## src/design/trig_sync_map.vh

```
// Register map, field layout, reset values and encodings of the trigger
// synchronisation delay control block.
// Assumes a 32-bit AXI4-Lite register port; each register index occupies
// one aligned word, so the byte address is four times the index.
`ifndef TRIG_SYNC_MAP_VH
`define TRIG_SYNC_MAP_VH

// Bus geometry.
`define AXI_ADDR_W          16
`define AXI_DATA_W          32
`define IDX_W               12
`define IDX_LSB             2
`define IDX_MSB             13
`define ADDR_TOP_LSB        14
`define ADDR_TOP_ZERO       2'h0
`define RESP_OKAY           2'h0
`define RESP_SLVERR         2'h2
`define DATA_ZERO           32'h00000000
`define LANE0_MSB           7

// Register indices, as printed; byte address is index times four.
`define IDX_TRIGGER_LAG     12'hE20
`define IDX_TRIGGER_LAG_HW  12'hE21
`define IDX_SYNC_SCHEME     12'hE24
`define IDX_REUSED_REF      12'hE25
`define IDX_AVERAGER_LAG    12'hE26
`define IDX_GPERIOD_LAG     12'hE27
`define IDX_OSC_LAG         12'hE28
`define IDX_FORCE_SELECT    12'hE30

// Reset values.
`define RST_TRIGGER_LAG     8'h00
`define RST_SYNC_SCHEME     8'h00
`define RST_REUSED_REF      1'h0
`define RST_AVERAGER_LAG    8'h0E
`define RST_GPERIOD_LAG     8'h00
`define RST_OSC_LAG         8'h00
`define RST_FORCE_SELECT    4'h0
`define RST_STEP            8'h00

// Field positions and masks of the scheme control and reused reference registers.
`define SCHEME_MODE_MSB     1
`define SCHEME_MODE_LSB     0
`define SCHEME_AUTO_INCR    2
`define SCHEME_OSC_RST_EN   4
`define SCHEME_WR_MASK      8'h17
`define REUSED_FLAG_BIT     0

// Force-select bit positions.
`define FORCE_GPERIOD_BIT   0
`define FORCE_AVERAGER_BIT  1
`define FORCE_OSC_BIT       2
`define FORCE_TRIGGER_BIT   3
`define FORCE_MSB           3

// Synchronisation scheme encodings.
`define MODE_REFERENCE      2'h0
`define MODE_TRIG_OWN       2'h1
`define MODE_TRIG_REUSED    2'h2
`define MODE_DIRECT         2'h3

// Lag counter constants.
`define LAG_W               8
`define LAG_ZERO            8'h00
`define LAG_ONE             8'h01

`endif

```

## src/design/strobe_lag_line.v

```verilog
// One programmable strobe delay: a start pulse yields one output pulse
// lag+1 clock cycles later (lag 0 gives the next cycle).
// Assumes start and lag come from logic on the same clock.
`timescale 1ns/1ps
`include "trig_sync_map.vh"

module strobe_lag_line (
    // Clock and reset.
    input  wire                clock_i,
    input  wire                rst_i,
    // Launch and delay.
    input  wire                start_i,
    input  wire [`LAG_W-1:0]   lag_i,
    // Delayed strobe.
    output reg                 pulse_o
);

reg              busy;
reg [`LAG_W-1:0] count;

////////////////////////////////////////////////////////////////////////////
// A new start restarts the count, so a late trigger replaces a pending one.
always @(posedge clock_i or posedge rst_i) begin
    if (rst_i) begin
        busy    <= 1'b0;
        count   <= `LAG_ZERO;
        pulse_o <= 1'b0;
    end else if (start_i) begin
        busy    <= (lag_i != `LAG_ZERO);
        count   <= lag_i;
        pulse_o <= (lag_i == `LAG_ZERO);
    end else if (busy) begin
        count   <= count - `LAG_ONE;
        busy    <= (count != `LAG_ONE);
        pulse_o <= (count == `LAG_ONE);
    end else begin
        pulse_o <= 1'b0;
    end
end

endmodule

```

## src/design/trigger_sync_delay_control.v

```verilog
// Trigger synchronisation delay control: AXI4-Lite register bank plus the
// strobe delay logic it steers, all on the decimator clock.
// Assumes reference and trigger pins are asynchronous, and that the
// hardware-computed lags arrive from logic on the same clock.
//
// Register access over AXI4-Lite was left to the implementer.
`timescale 1ns/1ps
`include "trig_sync_map.vh"

// Notes on behaviour
// - Mode 00 syncs from system reference.
// - 01 own trigger; 10 reference reused as trigger.
// - Mode 11 gives direct pulse mode.
// - Flag bit selects reused reference function.
// - Eight-bit averager lag, reset value 0x0E.
// - Averager strobe launched by trigger, after lag.
// - Separate eight-bit G-period averager lag.
// - Oscillator strobe delayed by eight-bit lag.
// - Force bit 3 uses programmed trigger lag.
// - Force bit 2 uses programmed oscillator lag.
// - Force bit 1 uses programmed averager lag.
// - Force bit 0 uses programmed G lag.
// - Programmable trigger lag common to all paths.
// - Computed trigger lag readable, read-only.
module trigger_sync_delay_control (
    // Clock and reset.
    input  wire                    clock_i,
    input  wire                    rst_i,
    // AXI4-Lite write address and data.
    input  wire [`AXI_ADDR_W-1:0]  s_axi_awaddr_i,
    input  wire                    s_axi_awvalid_i,
    output reg                     s_axi_awready_o,
    input  wire [`AXI_DATA_W-1:0]  s_axi_wdata_i,
    input  wire [3:0]              s_axi_wstrb_i,
    input  wire                    s_axi_wvalid_i,
    output reg                     s_axi_wready_o,
    // AXI4-Lite write response.
    output reg  [1:0]              s_axi_bresp_o,
    output reg                     s_axi_bvalid_o,
    input  wire                    s_axi_bready_i,
    // AXI4-Lite read.
    input  wire [`AXI_ADDR_W-1:0]  s_axi_araddr_i,
    input  wire                    s_axi_arvalid_i,
    output reg                     s_axi_arready_o,
    output reg  [`AXI_DATA_W-1:0]  s_axi_rdata_o,
    output reg  [1:0]              s_axi_rresp_o,
    output reg                     s_axi_rvalid_o,
    input  wire                    s_axi_rready_i,
    // Asynchronous synchronisation pins.
    input  wire                    sysref_i,
    input  wire                    trigger_i,
    // Hardware-computed lags from the decimator pipeline.
    input  wire [`LAG_W-1:0]       hw_trigger_lag_i,
    input  wire [`LAG_W-1:0]       hw_averager_lag_i,
    input  wire [`LAG_W-1:0]       hw_gperiod_lag_i,
    input  wire [`LAG_W-1:0]       hw_oscillator_lag_i,
    // Strobes to the periodic structures.
    output reg                     reference_sync_o,
    output reg                     trigger_pulse_o,
    output reg                     averager_strobe_o,
    output reg                     oscillator_strobe_o,
    output reg                     oscillator_reset_o
);

////////////////////////////////////////////////////////////////////////////
// Register file storage.
reg [`LAG_W-1:0]     trigger_lag;
reg [7:0]            sync_scheme_control;
reg                  reused_reference_flag;
reg [`LAG_W-1:0]     averager_strobe_lag;
reg [`LAG_W-1:0]     averager_gperiod_lag;
reg [`LAG_W-1:0]     oscillator_strobe_lag;
reg [`FORCE_MSB:0]   lag_force_select;
reg [`LAG_W-1:0]     lag_step;

// Bus holding state.
reg                  aw_held;
reg                  w_held;
reg [`IDX_W-1:0]     aw_index;
reg                  aw_top_ok;
reg [7:0]            w_byte;
reg                  w_lane0;

// Pin synchronisers and settled levels.
reg                  ref_s1;
reg                  ref_s2;
reg                  ref_s3;
reg                  ref_level;
reg                  trig_s1;
reg                  trig_s2;
reg                  trig_s3;
reg                  trig_level;

////////////////////////////////////////////////////////////////////////////
// Effective lags: a clear force bit selects the computed value.
wire [`LAG_W-1:0] computed_trigger_lag = hw_trigger_lag_i + lag_step;
wire [`LAG_W-1:0] eff_trigger_lag  = lag_force_select[`FORCE_TRIGGER_BIT] ?
                                     trigger_lag : computed_trigger_lag;
wire [`LAG_W-1:0] eff_osc_lag      = lag_force_select[`FORCE_OSC_BIT] ?
                                     oscillator_strobe_lag : hw_oscillator_lag_i;
wire [`LAG_W-1:0] eff_averager_lag = lag_force_select[`FORCE_AVERAGER_BIT] ?
                                     averager_strobe_lag : hw_averager_lag_i;
wire [`LAG_W-1:0] eff_gperiod_lag  = lag_force_select[`FORCE_GPERIOD_BIT] ?
                                     averager_gperiod_lag : hw_gperiod_lag_i;

wire [1:0] scheme_mode = sync_scheme_control[`SCHEME_MODE_MSB:`SCHEME_MODE_LSB];
wire       auto_incr   = sync_scheme_control[`SCHEME_AUTO_INCR];
wire       osc_rst_en  = sync_scheme_control[`SCHEME_OSC_RST_EN];

////////////////////////////////////////////////////////////////////////////
// Three-stage synchronisers; a level counts once stages two and three agree.
always @(posedge clock_i or posedge rst_i) begin
    if (rst_i) begin
        ref_s1     <= 1'b0;
        ref_s2     <= 1'b0;
        ref_s3     <= 1'b0;
        ref_level  <= 1'b0;
        trig_s1    <= 1'b0;
        trig_s2    <= 1'b0;
        trig_s3    <= 1'b0;
        trig_level <= 1'b0;
    end else begin
        ref_s1     <= sysref_i;
        ref_s2     <= ref_s1;
        ref_s3     <= ref_s2;
        trig_s1    <= trigger_i;
        trig_s2    <= trig_s1;
        trig_s3    <= trig_s2;
        if (ref_s2 == ref_s3) begin
            ref_level <= ref_s3;
        end
        if (trig_s2 == trig_s3) begin
            trig_level <= trig_s3;
        end
    end
end

// Rising edges of the settled levels.
wire ref_edge  = (ref_s2 == ref_s3) && ref_s3 && !ref_level;
wire trig_edge = (trig_s2 == trig_s3) && trig_s3 && !trig_level;

////////////////////////////////////////////////////////////////////////////
// Scheme decode: which pin edge restarts what.
wire sync_req   = ref_edge && ((scheme_mode == `MODE_REFERENCE) ||
                  ((scheme_mode == `MODE_TRIG_REUSED) && !reused_reference_flag));
wire chain_req  = ((scheme_mode == `MODE_TRIG_OWN) && trig_edge) ||
                  ((scheme_mode == `MODE_TRIG_REUSED) && ref_edge &&
                   reused_reference_flag);
wire direct_req = (scheme_mode == `MODE_DIRECT) && trig_edge;

wire trig_done;
wire avg_mid;
wire avg_done;
wire osc_done;

// Common trigger delay ahead of every path.
strobe_lag_line trigger_line (
    .clock_i (clock_i),
    .rst_i   (rst_i),
    .start_i (chain_req),
    .lag_i   (eff_trigger_lag),
    .pulse_o (trig_done)
);

// Averager strobe: averager lag, then the G-period adjustment.
strobe_lag_line averager_line (
    .clock_i (clock_i),
    .rst_i   (rst_i),
    .start_i (trig_done),
    .lag_i   (eff_averager_lag),
    .pulse_o (avg_mid)
);

strobe_lag_line gperiod_line (
    .clock_i (clock_i),
    .rst_i   (rst_i),
    .start_i (avg_mid),
    .lag_i   (eff_gperiod_lag),
    .pulse_o (avg_done)
);

strobe_lag_line oscillator_line (
    .clock_i (clock_i),
    .rst_i   (rst_i),
    .start_i (trig_done),
    .lag_i   (eff_osc_lag),
    .pulse_o (osc_done)
);

////////////////////////////////////////////////////////////////////////////
// Registered strobes; direct pulse mode bypasses every delay.
always @(posedge clock_i or posedge rst_i) begin
    if (rst_i) begin
        reference_sync_o    <= 1'b0;
        trigger_pulse_o     <= 1'b0;
        averager_strobe_o   <= 1'b0;
        oscillator_strobe_o <= 1'b0;
        oscillator_reset_o  <= 1'b0;
    end else begin
        reference_sync_o    <= sync_req;
        trigger_pulse_o     <= trig_done | direct_req;
        averager_strobe_o   <= avg_done | direct_req;
        oscillator_strobe_o <= osc_done | direct_req;
        oscillator_reset_o  <= (osc_done | direct_req) & osc_rst_en;
    end
end

// Calibration step: grows by one per launched trigger while auto increment is set.
always @(posedge clock_i or posedge rst_i) begin
    if (rst_i) begin
        lag_step <= `RST_STEP;
    end else if (!auto_incr) begin
        lag_step <= `RST_STEP;
    end else if (chain_req) begin
        lag_step <= lag_step + `LAG_ONE;
    end
end

////////////////////////////////////////////////////////////////////////////
// Write channel: address and data are taken in either order and held.
wire do_write = aw_held && w_held && !s_axi_bvalid_o;
wire wr_hit   = aw_top_ok && (aw_index == `IDX_TRIGGER_LAG || aw_index == `IDX_TRIGGER_LAG_HW ||
                aw_index == `IDX_SYNC_SCHEME || aw_index == `IDX_REUSED_REF ||
                aw_index == `IDX_AVERAGER_LAG || aw_index == `IDX_GPERIOD_LAG ||
                aw_index == `IDX_OSC_LAG || aw_index == `IDX_FORCE_SELECT);

always @(posedge clock_i or posedge rst_i) begin
    if (rst_i) begin
        s_axi_awready_o <= 1'b1;
        s_axi_wready_o  <= 1'b1;
        s_axi_bvalid_o  <= 1'b0;
        s_axi_bresp_o   <= `RESP_OKAY;
        aw_held         <= 1'b0;
        w_held          <= 1'b0;
        aw_index        <= {`IDX_W{1'b0}};
        aw_top_ok       <= 1'b0;
        w_byte          <= 8'h00;
        w_lane0         <= 1'b0;
    end else begin
        if (s_axi_awready_o && s_axi_awvalid_i) begin
            s_axi_awready_o <= 1'b0;
            aw_held         <= 1'b1;
            aw_index        <= s_axi_awaddr_i[`IDX_MSB:`IDX_LSB];
            aw_top_ok       <= (s_axi_awaddr_i[`AXI_ADDR_W-1:`ADDR_TOP_LSB] == `ADDR_TOP_ZERO);
        end
        if (s_axi_wready_o && s_axi_wvalid_i) begin
            s_axi_wready_o <= 1'b0;
            w_held         <= 1'b1;
            w_byte         <= s_axi_wdata_i[`LANE0_MSB:0];
            w_lane0        <= s_axi_wstrb_i[0];
        end
        if (do_write) begin
            s_axi_bvalid_o <= 1'b1;
            s_axi_bresp_o  <= wr_hit ? `RESP_OKAY : `RESP_SLVERR;
            aw_held        <= 1'b0;
            w_held         <= 1'b0;
        end
        // Both channels reopen only once the response is accepted.
        if (s_axi_bvalid_o && s_axi_bready_i) begin
            s_axi_bvalid_o  <= 1'b0;
            s_axi_awready_o <= 1'b1;
            s_axi_wready_o  <= 1'b1;
        end
    end
end

// Register updates; only byte lane 0 carries data, the rest is ignored.
always @(posedge clock_i or posedge rst_i) begin
    if (rst_i) begin
        trigger_lag           <= `RST_TRIGGER_LAG;
        sync_scheme_control   <= `RST_SYNC_SCHEME;
        reused_reference_flag <= `RST_REUSED_REF;
        averager_strobe_lag   <= `RST_AVERAGER_LAG;
        averager_gperiod_lag  <= `RST_GPERIOD_LAG;
        oscillator_strobe_lag <= `RST_OSC_LAG;
        lag_force_select      <= `RST_FORCE_SELECT;
    end else if (do_write && w_lane0 && aw_top_ok) begin
        case (aw_index)
            `IDX_TRIGGER_LAG:  trigger_lag           <= w_byte;
            `IDX_SYNC_SCHEME:  sync_scheme_control   <= w_byte & `SCHEME_WR_MASK;
            `IDX_REUSED_REF:   reused_reference_flag <= w_byte[`REUSED_FLAG_BIT];
            `IDX_AVERAGER_LAG: averager_strobe_lag   <= w_byte;
            `IDX_GPERIOD_LAG:  averager_gperiod_lag  <= w_byte;
            `IDX_OSC_LAG:      oscillator_strobe_lag <= w_byte;
            `IDX_FORCE_SELECT: lag_force_select      <= w_byte[`FORCE_MSB:0];
            default: begin
            end
        endcase
    end
end

////////////////////////////////////////////////////////////////////////////
// Read decode; reserved bits read as zero and unmapped words answer SLVERR.
reg [`AXI_DATA_W-1:0] rd_value;
reg                   rd_hit;
wire [`IDX_W-1:0]     ar_index  = s_axi_araddr_i[`IDX_MSB:`IDX_LSB];
wire                  ar_top_ok = (s_axi_araddr_i[`AXI_ADDR_W-1:`ADDR_TOP_LSB] == `ADDR_TOP_ZERO);

always @* begin
    rd_value = `DATA_ZERO;
    rd_hit   = ar_top_ok;
    case (ar_index)
        `IDX_TRIGGER_LAG:    rd_value[`LAG_W-1:0] = trigger_lag;
        `IDX_TRIGGER_LAG_HW: rd_value[`LAG_W-1:0] = computed_trigger_lag;
        `IDX_SYNC_SCHEME:    rd_value[7:0]        = sync_scheme_control;
        `IDX_REUSED_REF:     rd_value[`REUSED_FLAG_BIT] = reused_reference_flag;
        `IDX_AVERAGER_LAG:   rd_value[`LAG_W-1:0] = averager_strobe_lag;
        `IDX_GPERIOD_LAG:    rd_value[`LAG_W-1:0] = averager_gperiod_lag;
        `IDX_OSC_LAG:        rd_value[`LAG_W-1:0] = oscillator_strobe_lag;
        `IDX_FORCE_SELECT:   rd_value[`FORCE_MSB:0] = lag_force_select;
        default:             rd_hit = 1'b0;
    endcase
    if (!rd_hit) begin
        rd_value = `DATA_ZERO;
    end
end

// Read channel: data is captured at the address handshake.
always @(posedge clock_i or posedge rst_i) begin
    if (rst_i) begin
        s_axi_arready_o <= 1'b1;
        s_axi_rvalid_o  <= 1'b0;
        s_axi_rdata_o   <= `DATA_ZERO;
        s_axi_rresp_o   <= `RESP_OKAY;
    end else if (s_axi_arready_o && s_axi_arvalid_i) begin
        s_axi_arready_o <= 1'b0;
        s_axi_rvalid_o  <= 1'b1;
        s_axi_rdata_o   <= rd_value;
        s_axi_rresp_o   <= rd_hit ? `RESP_OKAY : `RESP_SLVERR;
    end else if (s_axi_rvalid_o && s_axi_rready_i) begin
        s_axi_rvalid_o  <= 1'b0;
        s_axi_arready_o <= 1'b1;
    end
end

endmodule

```

## config.mk

```make
export PLATFORM = sky130hd
export DESIGN_NAME = trigger_sync_delay_control
export DESIGN_NICKNAME = d
export VERILOG_FILES = /design/src/design/strobe_lag_line.v /design/src/design/trigger_sync_delay_control.v
export VERILOG_INCLUDE_DIRS = /design/src /design/src/design
export SDC_FILE = /design/constraint.sdc
export NUM_CORES = 1
export LEC_CHECK = 0
export ABC_CLOCK_PERIOD_IN_PS = 5540
export BUFFER_PORTS_ARGS = -buffer_cell sky130_fd_sc_hd__buf_2
export CAP_MARGIN = 0
export CELL_PAD_IN_SITES_DETAIL_PLACEMENT = 0
export CELL_PAD_IN_SITES_GLOBAL_PLACEMENT = 1
export CORE_UTILIZATION = 47
export DETAILED_ROUTE_END_ITERATION = 6
export PLACE_DENSITY = 0.82
export REMOVE_ABC_BUFFERS = 1
export SLEW_MARGIN = 0
export SYNTH_ARGS = -nofsm -noshare
export SYNTH_HDL_FRONTEND = slang
export SYNTH_HIERARCHICAL = 1
export SYNTH_SLANG_ARGS = --single-unit
export TNS_END_PERCENT = 1
```

## constraint.sdc

```tcl
create_clock -name clock_i -period 5.54 [get_ports clock_i]
set_input_delay 0.831 -clock clock_i [delete_from_list [all_inputs] [get_ports clock_i]]
set_output_delay 0.831 -clock clock_i [all_outputs]
set_load 0.01 [all_outputs]
```

==> results.txt <==
The total global routing overflow came out at 0. By startpoint and endpoint, the worst setup path is classified as input port to flop. The kind of start point of the critical path is an input port.

The pin count of the biggest net entering global routing is 66. Yosys attributes the largest share of cell area to sky130_fd_sc_hd__dfrtp_1 43%, sky130_fd_sc_hd__mux2_2 14%, sky130_fd_sc_hd__ha_1 2.9%. The synthesized area per cell came out at 10.95 um^2. The post-synthesis cell count is 719.

The floorplan step set the die width to 131.4 um. The worst register-to-register path ends at trigger_line/busy$_DFF_PP0_. The number of I/O port buffers came out at 97. For this run, the detailed router's first-pass iteration total came to 4.

Clock tree synthesis inserted a total of 17 buffers. Setup repair after global routing left no endpoint under its margin. STA classifies the critical path endpoint as a flop. The largest fanout on the critical path is 3. The last element of the critical path is trigger_line/busy$_DFF_PP0_.

The power density over the cells came out at 373.4 mW/mm^2. The overall die height came out at 131.4 um. The initial cell density of the core came out at 48.84%. The library cell used most frequently in the layout, excluding fill and tap cells, is sky130_fd_sc_hd__dfrtp_1. The total area inside the core boundary comes to 0.01612 mm^2. The area of the mapped netlist came out at 0.007870 mm^2. Summed over all instances, the cell type with the most area after synthesis is sky130_fd_sc_hd__dfrtp_1. Counting cells, the worst reg-to-reg path comes to 9. In the final timing run, aggregate negative setup slack is 0 ps.

The number of fill cells came out at 1,422. The headroom to the max-slew limit came out at 29.22%. The worst clock skew is 8.042 ps. The peak clock frequency supported by timing came out at 373.2 MHz. Global routing consumed, over all layers together, 22.40% of the routing resources. In this run the critical register-to-register path is launched from lag_step[1]$_DFFE_PP0P_. The largest voltage drop on the vdd net came out at roughly 0.22 mV.

The clock root buffer master is sky130_fd_sc_hd__clkbuf_16. The number of antenna violations at the first check in global routing is 0. The footprint of the multi-input gates is about 0.0040 mm^2.

The final net count is 943. The clock-pin slew reported for the worst setup and hold paths after clock tree synthesis is approximately 60 ps. The run finished with clean final reports. The layout-stage area growth over the synthesis result is 15.10%. The total DRC errors in the routed layout came out at 0. The area fraction of the dominant cell type after synthesis is 42.93%. The data arrival time of the worst path came out at 2990 ps. The CTS tree is done. The insertion delay of the later-clocked pin in the worst-skew pair is 420 ps.

The average wire per cell in the routed design came out at ~17 um. After clock tree synthesis, the setup repair step added 0 buffers. The count of warnings emitted by yosys is 6. Total power for the finished layout comes to 3.383 mW.

Counting flops with a built-in enable in the synthesized netlist gives 0. The final period utilization came out at about half. The via density per instance came out at 5.485. The congestion estimate from routability-driven global placement came to 0.8828. The count of endpoints failing hold in the final timing report is 0. The number of endpoints failing setup at the final stage came out at 0. The minimum clock period after layout came out at approximately 2700 ps. The number of gates resized after CTS is 0. The remaining antenna violation count after routing is 0.

The number of distinct library cells after synthesis came out at 71. The required time at the endpoint of the critical path came out at 5850 ps. The antenna diode count came out at 0. The share of synthesized area occupied by flip-flops and latches is 44.93%. The final count of pins violating max slew is 0. The via count of the first global-routing pass is 5,822. The number of vias in the routed layout is approximately 5,700.

The full die area came out at ~0.017 mm^2. The share of layout cells above drive strength 1 came out at 31.88%. In the synthesized netlist the dominant register cell turns out to be sky130_fd_sc_hd__dfrtp_1. For flop-to-flop paths, the worst setup slack is 2940 ps. During I/O placement, the number of pins put on the boundary was between 150 and 200. For this design, the CTS-stage hold fixing added 0 buffers.

The async set or reset register ratio after synthesis is 100.0%. The deepest clock path buffer count is 2. The flip-flop and latch area is 0.003536 mm^2.

The analysis attributes to cell leakage a power of a little over 4 nW. In this run the worst hold path is classified as flop to flop. The global-route wire length before repair is 30.49 mm. The slew at the pin closest to its max-slew limit is 1062 ps.

The number of max-capacitance violations reported came out at 0. The wire length reported by the detailed router is around 18 mm. The start point of the critical path is hw_trigger_lag_i[0]. The count of H-tree levels built during CTS is 4. Leaving out fill and tap cells, the most frequent cells in the layout are 135 x sky130_fd_sc_hd__dfrtp_1, 97 x sky130_fd_sc_hd__mux2_2, 97 x sky130_fd_sc_hd__buf_2, 56 x sky130_fd_sc_hd__nand2_1, 33 x sky130_fd_sc_hd__inv_1. The post-synthesis sequential element count came out at 141.

The first routing iteration left 335 violations. Detailed placement finished with a half-perimeter wire length of 13.73 mm. The number of cell rows is 46. The clock sink count is 141.
## report_power, final
group,internal (mW),switching (mW)
logic,0.376,0.325
clock network,0.689,0.448
registers,1.25,0.296
total,2.31,1.07
## synthesized netlist by cell type, drive strengths merged, types with 4 or more instances
| library cell | instances |
|---|---|
| xor2 | 7 |
| nand3 | 23 |
| nor2 | 30 |
| nand3b | 11 |
| nand4 | 13 |
| mux2i | 15 |
| o21ai | 40 |
| and4bb | 4 |
| nor3 | 12 |
| mux2 | 97 |
| a211o | 4 |
| or3 | 6 |
| nand2b | 11 |
| xnor2 | 21 |
| nor2b | 10 |
| dfstp | 6 |
| a21oi | 10 |
| ha | 18 |
| a31oi | 7 |
| nor4b | 9 |
| and2 | 9 |
| o22ai | 4 |
| nor4 | 10 |
| dfrtp | 135 |
| a211oi | 12 |
| inv | 34 |
| nand2 | 56 |
| and4 | 4 |
| buf | 33 |
| clkbuf | 14 |
| o21a | 6 |
| o31ai | 7 |
## critical path, cell delays in order
cell	delay, ps
sky130_fd_sc_hd__buf_2	100
sky130_fd_sc_hd__ha_1	230
sky130_fd_sc_hd__fa_1	430
sky130_fd_sc_hd__a211oi_1	290
sky130_fd_sc_hd__o21bai_1	140
sky130_fd_sc_hd__a21oi_1	180
sky130_fd_sc_hd__xor2_1	160
sky130_fd_sc_hd__o21ai_0	100
sky130_fd_sc_hd__nor2b_1	220
sky130_fd_sc_hd__nand3_1	160
sky130_fd_sc_hd__o21a_1	140
## sequential cells by signal, indices dropped and copies added, names as in the netlist, 4 cells and up
signal / cells
aw_index: 12
lag_step: 8
gperiod_line/count: 8
s_axi_rdata_o: 8
averager_line/count: 8
averager_strobe_lag: 8
lag_force_select: 4
w_byte: 8
averager_gperiod_lag: 8
trigger_line/count: 8
sync_scheme_control: 4
oscillator_line/count: 8
trigger_lag: 8
oscillator_strobe_lag: 8
## logic make-up after synthesis
kind of cell,count (synthesis),synth area share (%)
AO/OA/AOI/OAI,114,9.857
multiplexers,112,15.79
adder cells (fa/ha/maj),19,3.116
other,1,0.04765
XOR/XNOR,28,3.116
buffers and inverters,81,5.167
flip-flops,141,44.93
AND/OR/NAND/NOR,223,17.98
## how the worst min path moves through the flow
stage	from	endpoint	slack (ps)	cells after the start
final	ref_s1$_DFF_PP0_	ref_s2$_DFF_PP0_	350	0
after global routing	ref_s1$_DFF_PP0_	ref_s2$_DFF_PP0_	360	0
after CTS	ref_s1$_DFF_PP0_	ref_s2$_DFF_PP0_	350	0
after detailed placement	ref_s1$_DFF_PP0_	ref_s2$_DFF_PP0_	330	0
after global placement	ref_s1$_DFF_PP0_	ref_s2$_DFF_PP0_	330	0
after floorplan	ref_s1$_DFF_PP0_	ref_s2$_DFF_PP0_	330	0
## metrics by stage
| stage | cells | setup WS (ps) | cell area (um^2) | util [%] | hold slack (ps) |
|---|---|---|---|---|---|
| floorplan | 697 | 2072 | 7685 | - | 331.2 |
| global placement | 1012 | 2447 | 8464 | 52.52 | 335.0 |
| detailed placement | 1012 | 2421 | 8464 | 52.52 | 334.7 |
| CTS | 1044 | 2872 | 9059 | 56.21 | 350.3 |
| global route | 1044 | 2636 | 9059 | 56.21 | 359.8 |
| finish | 1044 | 2861 | 9059 | 56.21 | 348.6 |
## cell type report
class / instances / share of cell area [%]
multi-input combinational: 522 / 44.46
sequential: 141 / 39.03
timing repair buffer: 99 / 5.525
clock buffer: 20 / 5.041
tap: 216 / 2.983
clock inverter: 12 / 1.519
inverter: 34 / 1.436
## per-layer routing
layer / global-route usage, % / wire, um / vias to the layer above
li1: - / - / 2753
met1: 30.89 / 8554 / 2794
met2: 35.30 / 8555 / 154
met3: 4.282 / 824 / 25
met4: 7.429 / 268 / 0
met5: 0 / 0 / -
Note: power is estimated with default switching activity, not from simulation.
